==> src/its_pkg.sv <==
package its_pkg;

    // ==========================================================
    // bus widths
    localparam int ADDR_W = 8;
    localparam int DATA_W = 8;

    // ==========================================================
    // register offsets
    localparam logic [ADDR_W-1:0] ADR_OWN      = 8'he3;
    localparam logic [ADDR_W-1:0] ADR_CFG      = 8'he5;
    localparam logic [ADDR_W-1:0] ADR_STAT     = 8'he8;
    localparam logic [ADDR_W-1:0] ADR_BUF      = 8'he9;
    localparam logic [ADDR_W-1:0] ADR_IRQ_STAT = 8'hea;
    localparam logic [ADDR_W-1:0] ADR_IRQ_MASK = 8'heb;

    // ==========================================================
    // status bit positions
    localparam int ST_START = 7;
    localparam int ST_STOP  = 6;
    localparam int ST_DIR   = 5;
    localparam int ST_DATA  = 4;
    localparam int ST_FULL  = 3;
    localparam int ST_NACK  = 2;
    localparam int ST_WCOL  = 1;
    localparam int ST_OVR   = 0;

    // ==========================================================
    // configuration bit positions and reset values
    localparam int CFG_EN        = 0;
    localparam int CFG_CLK_REL   = 2;
    localparam int CFG_RD_STRTCH = 4;
    localparam int CFG_SOFT_RST  = 5;
    localparam logic [DATA_W-1:0] CFG_MASK  = 8'h3f;
    localparam logic [DATA_W-1:0] CFG_RESET = 8'h10;
    localparam logic [DATA_W-1:0] OWN_RESET = 8'h00;
    localparam logic [DATA_W-1:0] BUF_RESET = 8'h00;
    localparam logic [DATA_W-1:0] ZERO_BYTE = 8'h00;

    // ==========================================================
    // interrupt event positions
    localparam int IRQ_W     = 5;
    localparam int IRQ_START = 0;
    localparam int IRQ_STOP  = 1;
    localparam int IRQ_RX    = 2;
    localparam int IRQ_TX    = 3;
    localparam int IRQ_ERR   = 4;
    localparam logic [IRQ_W-1:0] IRQ_NONE = 5'h00;

    // ==========================================================
    // bit counting
    localparam int CNT_W = 4;
    localparam logic [CNT_W-1:0] CNT_ZERO  = 4'h0;
    localparam logic [CNT_W-1:0] CNT_ONE   = 4'h1;
    localparam logic [CNT_W-1:0] CNT_BYTE  = 4'h8;
    localparam logic [CNT_W-1:0] CNT_TXEND = 4'h7;
    localparam logic [2:0]       TX_MSB    = 3'h7;

    // ==========================================================
    // target sequencer, gray along address -> ack -> data -> ack
    typedef enum logic [2:0] {
        ST_IDLE   = 3'h0,
        ST_ADDR   = 3'h1,
        ST_A_ACK  = 3'h3,
        ST_RX     = 3'h2,
        ST_RX_ACK = 3'h6,
        ST_TX     = 3'h7,
        ST_TX_ACK = 3'h5
    } its_state_e;

endpackage : its_pkg

==> src/its_cond_det.sv <==
`timescale 1ns/1ps
module its_cond_det (
    input  wire logic ref_clk,
    input  wire logic sys_rst,
    input  wire logic scl_lvl,
    input  wire logic sda_lvl,
    output logic      scl_rise,
    output logic      scl_fall,
    output logic      start_det,
    output logic      stop_det
);
    import its_pkg::*;

    logic scl_prev_q;
    logic sda_prev_q;

    // ==========================================================
    // edge memory, lines idle high
    always_ff @(posedge ref_clk) begin
        if (sys_rst) begin
            scl_prev_q <= 1'b1;
            sda_prev_q <= 1'b1;
        end else begin
            scl_prev_q <= scl_lvl;
            sda_prev_q <= sda_lvl;
        end
    end

    // data moving while the clock is high marks a frame boundary
    assign scl_rise  = scl_lvl & ~scl_prev_q;
    assign scl_fall  = ~scl_lvl & scl_prev_q;
    assign start_det = scl_lvl & scl_prev_q & sda_prev_q & ~sda_lvl;
    assign stop_det  = scl_lvl & scl_prev_q & ~sda_prev_q & sda_lvl;

endmodule : its_cond_det

==> src/its_sync.sv <==
`timescale 1ns/1ps
module its_sync #(
    parameter int          WIDTH     = 2,
    parameter logic [31:0] RESET_VAL = 32'hffffffff
) (
    input  wire logic             ref_clk,
    input  wire logic             sys_rst,
    input  wire logic [WIDTH-1:0] async_in,
    output logic      [WIDTH-1:0] level_out
);
    import its_pkg::*;

    // ==========================================================
    // three stages; a level is taken once stage two and three agree
    genvar g;
    generate
        for (g = 0; g < WIDTH; g++) begin : g_bit
            logic s1_q;
            logic s2_q;
            logic s3_q;
            always_ff @(posedge ref_clk) begin
                if (sys_rst) begin
                    s1_q         <= RESET_VAL[g];
                    s2_q         <= RESET_VAL[g];
                    s3_q         <= RESET_VAL[g];
                    level_out[g] <= RESET_VAL[g];
                end else begin
                    s1_q <= async_in[g];
                    s2_q <= s1_q;
                    s3_q <= s2_q;
                    if (s2_q == s3_q) begin
                        level_out[g] <= s3_q;
                    end
                end
            end
        end
    endgenerate

endmodule : its_sync

==> src/its_target.sv <==
// Functional notes
// - status bit 7 goes high on a detected start and stays 1 until a stop, 0 at reset.
// - status bit 6 is high while the bus is stopped, low after a start, 1 at reset.
// - on an address match the direction bit of the address byte lands in status bit 5.
// - status bit 4 is 1 after a data byte and 0 after an address byte.
// - receiving, status bit 3 rises when a whole byte sits in the buffer.
// - sending, status bit 3 stays 1 while the byte shifts out and drops when sent.
// - status bit 2 is 1 on a missing acknowledge, 0 on a valid one, 1 at reset.
// - a buffer write during a send is dropped and raises status bit 1.
// - a byte arriving over an unread one is dropped and raises status bit 0.
// - the status register sits at e8, bits 7..2 read only, bits 1..0 writable.
// - the data buffer sits at e9, resets to zero, write loads send data, read gives rx.
// - the target joins bus traffic only while configuration bit 0 is 1.
// - the received address is checked against own address bits 7..1.
// - configuration bit 2 at 0 holds the clock line low while enabled and not in soft reset; at 1 it is released.
// - configuration bit 4 at 1 stretches the clock on reads until data is loaded.
`timescale 1ns/1ps
module its_target (
    input  wire logic                        ref_clk,
    input  wire logic                        sys_rst,
    input  wire logic [its_pkg::ADDR_W-1:0]  reg_addr,
    input  wire logic [its_pkg::DATA_W-1:0]  reg_wdata,
    input  wire logic                        reg_wr,
    input  wire logic                        reg_rd,
    output logic      [its_pkg::DATA_W-1:0]  reg_rdata,
    input  wire logic                        scl_i,
    output logic                             scl_o,
    output logic                             scl_oe,
    input  wire logic                        sda_i,
    output logic                             sda_o,
    output logic                             sda_oe,
    output logic                             irq
);
    import its_pkg::*;

    // ==========================================================
    // pin conditioning
    logic [1:0] pins_lvl;
    logic       scl_lvl;
    logic       sda_lvl;
    logic       scl_rise;
    logic       scl_fall;
    logic       start_det;
    logic       stop_det;

    its_sync #(
        .WIDTH     (2),
        .RESET_VAL (32'hffffffff)
    ) u_sync (
        .ref_clk   (ref_clk),
        .sys_rst   (sys_rst),
        .async_in  ({sda_i, scl_i}),
        .level_out (pins_lvl)
    );

    assign scl_lvl = pins_lvl[0];
    assign sda_lvl = pins_lvl[1];

    its_cond_det u_cond (
        .ref_clk   (ref_clk),
        .sys_rst   (sys_rst),
        .scl_lvl   (scl_lvl),
        .sda_lvl   (sda_lvl),
        .scl_rise  (scl_rise),
        .scl_fall  (scl_fall),
        .start_det (start_det),
        .stop_det  (stop_det)
    );

    // ==========================================================
    // state
    logic [DATA_W-1:0] cfg_q;
    logic [DATA_W-1:0] own_q;
    logic [DATA_W-1:0] buf_q;
    logic [DATA_W-1:0] rx_sh_q;
    logic [CNT_W-1:0]  cnt_q;
    its_state_e        state_q;
    logic              start_q;
    logic              stop_q;
    logic              dir_q;
    logic              data_q;
    logic              full_q;
    logic              nack_q;
    logic              wcol_q;
    logic              ovr_q;
    logic              ack_q;
    logic [IRQ_W-1:0]  irq_stat_q;
    logic [IRQ_W-1:0]  irq_mask_q;
    logic              irq_q;
    logic [DATA_W-1:0] rdata_q;
    logic              scl_oe_q;
    logic              sda_oe_q;

    // ==========================================================
    // decode
    logic active;
    logic wr_own;
    logic wr_cfg;
    logic wr_stat;
    logic wr_buf;
    logic wr_irq_stat;
    logic wr_irq_mask;
    logic rd_buf;
    logic tx_busy;
    logic addr_match;
    logic addr_done;
    logic rx_done;
    logic rx_accept;
    logic rx_overrun;
    logic tx_done;
    logic buf_wr_ok;
    logic wcol_evt;
    logic tx_bit;

    // soft reset bit parks the sequencer like a cleared enable
    assign active      = cfg_q[CFG_EN] & ~cfg_q[CFG_SOFT_RST];
    assign wr_own      = reg_wr & (reg_addr == ADR_OWN);
    assign wr_cfg      = reg_wr & (reg_addr == ADR_CFG);
    assign wr_stat     = reg_wr & (reg_addr == ADR_STAT);
    assign wr_buf      = reg_wr & (reg_addr == ADR_BUF);
    assign wr_irq_stat = reg_wr & (reg_addr == ADR_IRQ_STAT);
    assign wr_irq_mask = reg_wr & (reg_addr == ADR_IRQ_MASK);
    assign rd_buf      = reg_rd & (reg_addr == ADR_BUF);

    assign addr_match = (rx_sh_q[DATA_W-1:1] == own_q[DATA_W-1:1]);
    assign addr_done  = (state_q == ST_ADDR) & scl_fall & (cnt_q == CNT_BYTE)
                        & addr_match;
    assign rx_done    = (state_q == ST_RX) & scl_fall & (cnt_q == CNT_BYTE);
    assign rx_accept  = rx_done & ~full_q;
    assign rx_overrun = rx_done & full_q;
    assign tx_done    = (state_q == ST_TX) & scl_fall & full_q
                        & (cnt_q == CNT_TXEND);
    assign tx_busy    = (state_q == ST_TX) & full_q;
    assign buf_wr_ok  = wr_buf & ~tx_busy;
    assign wcol_evt   = wr_buf & tx_busy;
    assign tx_bit     = buf_q[TX_MSB - cnt_q[2:0]];

    // ==========================================================
    // target sequencer
    always_ff @(posedge ref_clk) begin
        if (sys_rst || !active) begin
            state_q <= ST_IDLE;
            cnt_q   <= CNT_ZERO;
        end else if (stop_det) begin
            state_q <= ST_IDLE;
            cnt_q   <= CNT_ZERO;
        end else if (start_det) begin
            state_q <= ST_ADDR;
            cnt_q   <= CNT_ZERO;
        end else begin
            unique case (state_q)
                ST_IDLE: begin
                    cnt_q <= CNT_ZERO;
                end
                ST_ADDR: begin
                    if (scl_rise) begin
                        cnt_q <= cnt_q + CNT_ONE;
                    end else if (scl_fall && cnt_q == CNT_BYTE) begin
                        cnt_q   <= CNT_ZERO;
                        state_q <= addr_match ? ST_A_ACK : ST_IDLE;
                    end
                end
                ST_A_ACK: begin
                    if (scl_fall) begin
                        state_q <= dir_q ? ST_TX : ST_RX;
                    end
                end
                ST_RX: begin
                    if (scl_rise) begin
                        cnt_q <= cnt_q + CNT_ONE;
                    end else if (rx_done) begin
                        cnt_q   <= CNT_ZERO;
                        state_q <= ST_RX_ACK;
                    end
                end
                ST_RX_ACK: begin
                    if (scl_fall) begin
                        state_q <= ST_RX;
                    end
                end
                ST_TX: begin
                    if (tx_done) begin
                        cnt_q   <= CNT_ZERO;
                        state_q <= ST_TX_ACK;
                    end else if (scl_fall) begin
                        cnt_q <= cnt_q + CNT_ONE;
                    end
                end
                ST_TX_ACK: begin
                    // a refused byte ends our part until the next start
                    if (scl_fall) begin
                        state_q <= nack_q ? ST_IDLE : ST_TX;
                    end
                end
                default: begin
                    state_q <= ST_IDLE;
                    cnt_q   <= CNT_ZERO;
                end
            endcase
        end
    end

    // ==========================================================
    // receive shifter
    always_ff @(posedge ref_clk) begin
        if (sys_rst) begin
            rx_sh_q <= ZERO_BYTE;
        end else if (scl_rise && (state_q == ST_ADDR || state_q == ST_RX)) begin
            rx_sh_q <= {rx_sh_q[DATA_W-2:0], sda_lvl};
        end
    end

    // ==========================================================
    // bus condition flags
    always_ff @(posedge ref_clk) begin
        if (sys_rst) begin
            start_q <= 1'b0;
            stop_q  <= 1'b1;
        end else if (start_det) begin
            start_q <= 1'b1;
            stop_q  <= 1'b0;
        end else if (stop_det) begin
            start_q <= 1'b0;
            stop_q  <= 1'b1;
        end
    end

    always_ff @(posedge ref_clk) begin
        if (sys_rst) begin
            dir_q  <= 1'b0;
            data_q <= 1'b0;
        end else if (addr_done) begin
            dir_q  <= rx_sh_q[0];
            data_q <= 1'b0;
        end else if (rx_done || tx_done) begin
            data_q <= 1'b1;
        end
    end

    // ==========================================================
    // buffer full flag; receive fill and send drain
    always_ff @(posedge ref_clk) begin
        if (sys_rst) begin
            full_q <= 1'b0;
        end else if (rx_accept) begin
            full_q <= 1'b1;
        end else if (tx_done) begin
            full_q <= 1'b0;
        end else if (buf_wr_ok && dir_q) begin
            full_q <= 1'b1;
        end else if (rd_buf && !dir_q) begin
            full_q <= 1'b0;
        end
    end

    // ==========================================================
    // acknowledge tracking
    always_ff @(posedge ref_clk) begin
        if (sys_rst) begin
            nack_q <= 1'b1;
            ack_q  <= 1'b0;
        end else if (addr_done) begin
            nack_q <= 1'b0;
            ack_q  <= 1'b1;
        end else if (rx_done) begin
            nack_q <= rx_overrun;
            ack_q  <= rx_accept;
        end else if (state_q == ST_TX_ACK && scl_rise) begin
            nack_q <= sda_lvl;
        end
    end

    // ==========================================================
    // error flags: writing 0 clears, writing 1 is ignored, set wins
    always_ff @(posedge ref_clk) begin
        if (sys_rst) begin
            wcol_q <= 1'b0;
            ovr_q  <= 1'b0;
        end else begin
            if (wcol_evt) begin
                wcol_q <= 1'b1;
            end else if (wr_stat && !reg_wdata[ST_WCOL]) begin
                wcol_q <= 1'b0;
            end
            if (rx_overrun) begin
                ovr_q <= 1'b1;
            end else if (wr_stat && !reg_wdata[ST_OVR]) begin
                ovr_q <= 1'b0;
            end
        end
    end

    // ==========================================================
    // data buffer; an overrun byte never reaches it
    always_ff @(posedge ref_clk) begin
        if (sys_rst) begin
            buf_q <= BUF_RESET;
        end else if (rx_accept) begin
            buf_q <= rx_sh_q;
        end else if (buf_wr_ok) begin
            buf_q <= reg_wdata;
        end
    end

    // ==========================================================
    // configuration and own address
    always_ff @(posedge ref_clk) begin
        if (sys_rst) begin
            cfg_q <= CFG_RESET;
            own_q <= OWN_RESET;
        end else begin
            if (wr_cfg) begin
                cfg_q <= reg_wdata & CFG_MASK;
            end
            if (wr_own) begin
                own_q <= reg_wdata;
            end
        end
    end

    // ==========================================================
    // pin drivers, open drain: enable high pulls the line low
    always_ff @(posedge ref_clk) begin
        if (sys_rst) begin
            scl_oe_q <= 1'b0;
            sda_oe_q <= 1'b0;
        end else begin
            // stretch only before a byte starts, never mid-byte
            scl_oe_q <= active & (~cfg_q[CFG_CLK_REL]
                        | (cfg_q[CFG_RD_STRTCH] & (state_q == ST_TX)
                           & ~full_q & (cnt_q == CNT_ZERO)));
            sda_oe_q <= active & ((state_q == ST_A_ACK)
                        | ((state_q == ST_RX_ACK) & ack_q)
                        | (tx_busy & ~tx_bit));
        end
    end

    assign scl_o  = 1'b0;
    assign sda_o  = 1'b0;
    assign scl_oe = scl_oe_q;
    assign sda_oe = sda_oe_q;

    // ==========================================================
    // interrupts: sticky, write 1 clears, a new event wins
    logic [IRQ_W-1:0] irq_evt;

    always_comb begin
        irq_evt            = IRQ_NONE;
        irq_evt[IRQ_START] = start_det & active;
        irq_evt[IRQ_STOP]  = stop_det & active;
        irq_evt[IRQ_RX]    = rx_accept | addr_done;
        irq_evt[IRQ_TX]    = tx_done;
        irq_evt[IRQ_ERR]   = wcol_evt | rx_overrun;
    end

    always_ff @(posedge ref_clk) begin
        if (sys_rst) begin
            irq_stat_q <= IRQ_NONE;
            irq_mask_q <= IRQ_NONE;
            irq_q      <= 1'b0;
        end else begin
            if (wr_irq_stat) begin
                irq_stat_q <= (irq_stat_q & ~reg_wdata[IRQ_W-1:0]) | irq_evt;
            end else begin
                irq_stat_q <= irq_stat_q | irq_evt;
            end
            if (wr_irq_mask) begin
                irq_mask_q <= reg_wdata[IRQ_W-1:0];
            end
            irq_q <= |(irq_stat_q & irq_mask_q);
        end
    end

    assign irq = irq_q;

    // ==========================================================
    // read port, data valid only in the cycle after the strobe
    logic [DATA_W-1:0] stat_word;
    logic [DATA_W-1:0] rd_mux;

    always_comb begin
        stat_word           = ZERO_BYTE;
        stat_word[ST_START] = start_q;
        stat_word[ST_STOP]  = stop_q;
        stat_word[ST_DIR]   = dir_q;
        stat_word[ST_DATA]  = data_q;
        stat_word[ST_FULL]  = full_q;
        stat_word[ST_NACK]  = nack_q;
        stat_word[ST_WCOL]  = wcol_q;
        stat_word[ST_OVR]   = ovr_q;
    end

    always_comb begin
        unique case (reg_addr)
            ADR_OWN:      rd_mux = own_q;
            ADR_CFG:      rd_mux = cfg_q;
            ADR_STAT:     rd_mux = stat_word;
            ADR_BUF:      rd_mux = buf_q;
            ADR_IRQ_STAT: rd_mux = {{(DATA_W-IRQ_W){1'b0}}, irq_stat_q};
            ADR_IRQ_MASK: rd_mux = {{(DATA_W-IRQ_W){1'b0}}, irq_mask_q};
            default:      rd_mux = ZERO_BYTE;
        endcase
    end

    always_ff @(posedge ref_clk) begin
        if (sys_rst) begin
            rdata_q <= ZERO_BYTE;
        end else begin
            rdata_q <= reg_rd ? rd_mux : ZERO_BYTE;
        end
    end

    assign reg_rdata = rdata_q;

endmodule : its_target

==> config.mk <==
export PLATFORM = sky130hd
export DESIGN_NAME = its_target
export DESIGN_NICKNAME = d
export VERILOG_FILES = /design/src/its_pkg.sv /design/src/its_cond_det.sv /design/src/its_sync.sv /design/src/its_target.sv
export SDC_FILE = /design/constraint.sdc
export NUM_CORES = 1
export LEC_CHECK = 0
export ABC_CLOCK_PERIOD_IN_PS = 2500
export BUFFER_PORTS_ARGS = -buffer_cell sky130_fd_sc_hd__buf_2
export CAP_MARGIN = 40
export CELL_PAD_IN_SITES_DETAIL_PLACEMENT = 1
export CELL_PAD_IN_SITES_GLOBAL_PLACEMENT = 1
export CORE_UTILIZATION = 46
export CTS_BUF_LIST = sky130_fd_sc_hd__clkbuf_16
export DETAILED_ROUTE_END_ITERATION = 8
export PLACE_DENSITY_LB_ADDON = 0.1
export REMOVE_ABC_BUFFERS = 1
export SLEW_MARGIN = 20
export SYNTH_ARGS = -nofsm -noshare
export SYNTH_HDL_FRONTEND = slang
export SYNTH_HIERARCHICAL = 1
export SYNTH_SLANG_ARGS = --single-unit
==> constraint.sdc <==
create_clock -name ref_clk -period 2.5 [get_ports ref_clk]
set_input_delay 0 -clock ref_clk [delete_from_list [all_inputs] [get_ports ref_clk]]
set_output_delay 0 -clock ref_clk [all_outputs]
set_load 0.03 [all_outputs]
* After elaboration in Yosys (flattened, before gate mapping)
Index checks and enable logic that the tools add are counted.
** Word-level totals
- Bits of input ports :: 22
- Output and inout bits :: 13
- Flip-flop bits (word level) :: 77
- Word-level logic and storage cells :: 206
** Operators by class
- Order comparisons :: 1
- Mux-type cells :: 43
- Reduce and logical (&&, ||, !) cells :: 32
- Bitwise operators :: 59
- Add/sub/neg operators :: 2
- Equal/unequal tests :: 37
** Operator list (number)
- $eq A8 B8 Y1 const B :: 6
- $pmux W8 S6 :: 1
- $and A1 B1 Y1 :: 37
- $mux W3 :: 10
- $ne A3 B3 Y1 const B :: 9
- $mux W4 :: 6
- $pmux W3 S7 :: 1
- $mux W1 :: 19
- $reduce_and A9 Y1 :: 2
- $mux W8 :: 2
- $ne A2 B2 Y1 const B :: 8
- $pmux W4 S4 :: 1
- $not A1 Y1 :: 12
- $and A5 B5 Y5 :: 2
- $or A5 B5 Y5 :: 2
- $reduce_bool A2 Y1 :: 5
- $eq A3 B3 Y1 const B :: 3
- $eq A7 B7 Y1 :: 1
- $logic_and A1 B1 Y1 :: 7
- $eq A3 B2 Y1 const B :: 2
- $ne A3 B2 Y1 const B :: 2
- $reduce_or A2 Y1 :: 3
- $reduce_or A3 Y1 :: 2
- $mux W5 :: 1
- other kinds (20) :: 30

* Logic depth before layout (Yosys ltp)
- Depth after elaboration :: 8
- Mapped depth :: 9

* Modules after synthesis
The synthesis kept the hierarchy.
** Modules (own cells, without submodules)
- its_target :: cells an instance 345, sequential area each 1341.3 um2, area an instance 3316.9 um2, times used 1
- its_sync :: cells an instance 20, sequential area each 160.2 um2, area an instance 230.2 um2, times used 1
- its_cond_det :: cells an instance 8, sequential area each 40.0 um2, area an instance 85.1 um2, times used 1

* Worst setup path before layout
OpenSTA, ideal clock, no wires.
- Kind :: reg-to-reg
- Start :: reg u_cond.scl_prev_q
- End :: reg state_q[0]
- Arrival time :: 1.665 ns
- Setup time :: 0.131 ns
- Buffers on the path :: 0
- Setup slack :: 0.705 ns
- Stages on the path, launching flop included :: 7
- Period minus slack after synthesis :: 1.795 ns
- Cell sequence :: dfxtp_1 -> nor2b_1 -> inv_1 -> nor4_4 -> o221ai_2 -> a2111oi_2 -> nor4b_2
** On the way
- Longest elaborated chain between the ends :: 6
- Elaborated cells between the ends (all ways) :: 26
- Those cells by class :: 9 x eq/ne; 1 x mux; 13 x bitwise; 3 x reduce/logical
** RTL lines
- start: declaration :: line its_cond_det.sv:14 : logic scl_prev_q;
- start signal: assignment :: line its_cond_det.sv:24 : scl_prev_q <= scl_lvl;
- $and A1 B1 Y1 (*) :: line its_cond_det.sv:31 : assign scl_fall = ~scl_lvl & scl_prev_q;
- net scl_fall :: line its_target.sv:42 : logic scl_fall;
- $and A1 B1 Y1 (2 in series) :: line its_target.sv:131 : assign tx_done = (state_q == ST_TX) & scl_fall & full_q
- $and A1 B1 Y1 :: line its_target.sv:132 : & (cnt_q == CNT_TXEND);
- $ne A3 B3 Y1 (no source line)
- $reduce_and A9 Y1 (no source line) (*)
- end signal: assignment :: line its_target.sv:160 : state_q <= addr_match ? ST_A_ACK : ST_IDLE;
- end signal: assignment :: line its_target.sv:165 : state_q <= dir_q ? ST_TX : ST_RX;
- end signal: assignment :: line its_target.sv:192 : state_q <= nack_q ? ST_IDLE : ST_TX;
- end: declaration :: line its_target.sv:77 : its_state_e state_q;
Mark *: on every way through the listed nets, which the timed path passes. The rest lies on a longest branch.
A chain may end at the register's enable or synchronous reset.

* Final worst setup path
- Start :: reg state_q[1]
- End :: reg state_q[1]
** On the way
- Longest elaborated chain between the ends :: 6
- Elaborated cells between the ends (all ways) :: 23
- Those cells by class :: 14 x eq/ne; 1 x mux; 6 x bitwise; 2 x reduce/logical
** RTL lines (line)
- $eq A3 B3 Y1 :: its_target.sv:131, its_target.sv:151
- $and A1 B1 Y1 (2 in series) :: its_target.sv:131
- $and A1 B1 Y1 :: its_target.sv:132
- $ne A2 B2 Y1 (no source line)
- $reduce_and A9 Y1 (no source line)
Parallel ways exist; a longest one is shown, timed or not.

==> out/qor.yml <==
vias_per_cell: 5.847
yosys-top-cells-count: "77 x dfxtp_1, 50 x nor2_1, 39 x mux2i_1, 25 x nand2_1, 15 x a21oi_1"
post-place-cells: 495
finalMaxSlewViolations: 0
area_delta_synth_final_pct: 16.40
ctsHtreeMaxLevel: 3
num_io_pins: 35
syn_area_um2: 3632
drtIter0Drc: 237
detail_route.first_pass.iterations: 5
global_route.overflow_total: 0
warning_count_from_the_yosys_run: 6
layoutNonFillerInstCount: 518
crit_fanout: 13
yosys-top-cells-area: "dfxtp_1 42%, mux2i_1 11%, nor2_1 5.2%"
timing.slew.headroom_pct: 58.19
grt_antenna_before_repair: 0
dieHeight_um: 90.86
yosys.area.top_type_share_pct: 42.44
length_in_cells_of_the_worst_reg_to_reg_path: 5
layout.core_utilization_pct: 55.00
timing.hold.worst.class: "input pin to flip-flop"
synth_enable_flop_cells: 0
place_ws_ns: 0.3637
gp_weighted_congestion: 0.8699
switchingPower_uw: 579.8
fin_worst_skew_ns: 0.005621
final.hold.worst_slack_ns: 0.01232
io_buffers: 32
combPwrFrac_pct: 3.7
routedWlPerCell_um: 20.00
fin_total_pwr_mw: 2.614
finalCriticalPeriod_ns: 2.275
insertion_delay_ns: 0.33
path_class: "flip-flop to flip-flop"
clock_sink_total: 77
final_nets: 435
grt_pass1_wl_um: 16820
placed_area_um2: 3867
post_route_cells_drive_above_1_share_pct: 19.47
setup_violating_endpoint_count_in_the_final_report: 0
min_path_cells: 3
vdd.ir_drop.worst_uv: 386.2
design_area_um2: 4228
largest_buffer_count_on_any_clock_path: 2
seq_power_share_pct: 47.2
pin_count_of_the_biggest_net_entering_global_routing: 56
tritoncts_clock_tree: "built"
synthFlopType: "dfxtp_1"
drc: 0
initial_cell_density_of_the_core_pct: 47.25
netlist-cell-type-count: 65
synth.most_common_cell: "dfxtp_1"
cellPowerDensity_nw_per_um2: 618.3
fin_tns_setup_ns: 0
ant_nets: 0
sw_frac_of_total_pct: 22.18
wl_um: 10360
setup_ws_ns: 0.2247
grt_setup_unrepaired: "false"
number_of_global_route_vias_before_repair: 3147
synth_top_area_cell: "dfxtp_1"
timing_worst_slew_pin_value_ns: 0.6259
synth.yosys.seq_area_share_pct: 42.44
detailed_place_hpwl_um: 7372
synth.ff_latch_count: 77
critPathArrivalTime_ns: 2.48
internal_power_mw: 2.034
end_kind: "flip-flop"
fp.dieArea_um2: 8256
fmax_ghz: 0.4395
leakage_nw: 1.730
run_status: "finished clean"
synth_cells: 373
average_size_of_a_mapped_cell_um2: 9.738
worstSetupStartpointType: "flip-flop"
final.period_utilization_pct: 91.01
antenna_cells: 0
clk_transition_reported_paths_ns: 0.06
r2r_setup_slack_ns: 0.22
std_cell_rows: 32
async_flop_share_pct: 0
core_region_area_um2: 7687
fp.dieW_um: 90.86
dr_total_vias: 3029
root_buffer: "clkbuf_16"
gr-usage-all-layers_pct: 26.77
cap_violations: 0
finalHoldViolCount: 0
power.share.clock_pct: 49.1
number_of_buffers_added_by_the_clock_tree_synthesis_step: 9
cp_data_required_time_ns: 2.70
## what timing repair did
| item | in CTS | in global routing |
|---|---|---|
| gates resized for setup | 0 | 1 |
| buffers inserted | 0 | 0 |
| endpoints found under the hold margin | 8 | 0 |
| hold buffers | 6 | 0 |
| setup endpoints to repair | 0 | 1 |
## final timing paths
kind / startpoint / end
worst max-delay path: state_q[1] / state_q[1]
worst min register to register: u_sync/g_bit[0].s1_q / u_sync/g_bit[0].s2_q
worst min-delay path: reg_wdata[4] / cfg_q[4]
worst max register to register: state_q[1] / state_q[1]
## power groups by stage
| stage | sequential [mW] | clock (mW) | combinational (mW) |
|---|---|---|---|
| final | 1.23 | 1.28 | 0.0979 |
| after global routing | 1.23 | 1.35 | 0.105 |
| after CTS | 1.23 | 1.30 | 0.0974 |
| after detailed placement | 1.26 | 0 | 0.0898 |
| after global placement | 1.26 | 0 | 0.0883 |
| after floorplan | 1.26 | 0 | 0.0304 |
## cell families (layout without fill, tap and decap cells)
logic type                 after synthesis  in the layout  synth area share, %
and+or+nand+nor                        135            135                20.50
DFF                                     77             77                42.44
AOI/OAI and AO/OA                       74             74                15.12
muxes                                   47             47                15.40
buffers and inverters                   29             71                3.824
xor gates and xnor gates                 8              8                1.929
adders and majority gates                2              2               0.6888
other                                    1              2               0.1032
## cell type report
cell class | instances | area, um^2
inverters | 10 | 37.54
multi-input cells | 268 | 1958
flip-flops and latches | 77 | 1541
clock inverters | 7 | 67.56
repair buffers | 45 | 270.3
fillers | 893 | 3460
well taps | 102 | 127.6
clock buffers | 9 | 225.2
## per-layer routing
metal  vias up  GRT usage [%]  routed length [um]
met5         -              0                   0
met2        93          42.05                4822
met3        12          5.219                 513
li1       1433              -                   -
met4         0          8.069                 138
met1      1491          37.16                4884
## registers in the layout (all words and copies together), names as in the netlist, 3 cells and up
name / cells
own_q: 8
cfg_q: 6
reg_rdata: 8
cnt_q: 4
rx_sh_q: 8
buf_q: 8
irq_mask_q: 5
irq_stat_q: 5
state_q: 3
## placed cells by master (no fill, tap or decap), drive strengths merged, types with 5 or more instances in the layout
| master | synthesis | routed |
|---|---|---|
| mux4 | 7 | 7 |
| dfxtp | 77 | 77 |
| a21oi | 15 | 15 |
| o21ai | 13 | 13 |
| inv | 10 | 11 |
| nor2 | 50 | 50 |
| xnor2 | 7 | 7 |
| mux2i | 39 | 39 |
| nand4 | 6 | 6 |
| a22oi | 6 | 6 |
| nand3 | 9 | 9 |
| dlygate4sd3 | 0 | 6 |
| a22o | 7 | 7 |
| nor2b | 5 | 5 |
| buf | 13 | 38 |
| or2 | 8 | 8 |
| a211oi | 10 | 10 |
| clkbuf | 6 | 10 |
| nand2 | 25 | 25 |
## critical path: stages (launching register included)
cell and delay (ns):
dfxtp_1 0.69, nand4_2 0.23, nor4_4 0.46, o221ai_2 0.23, a2111oi_1 0.43, a211oi_1 0.10
Power figures use the tool's default switching activity.
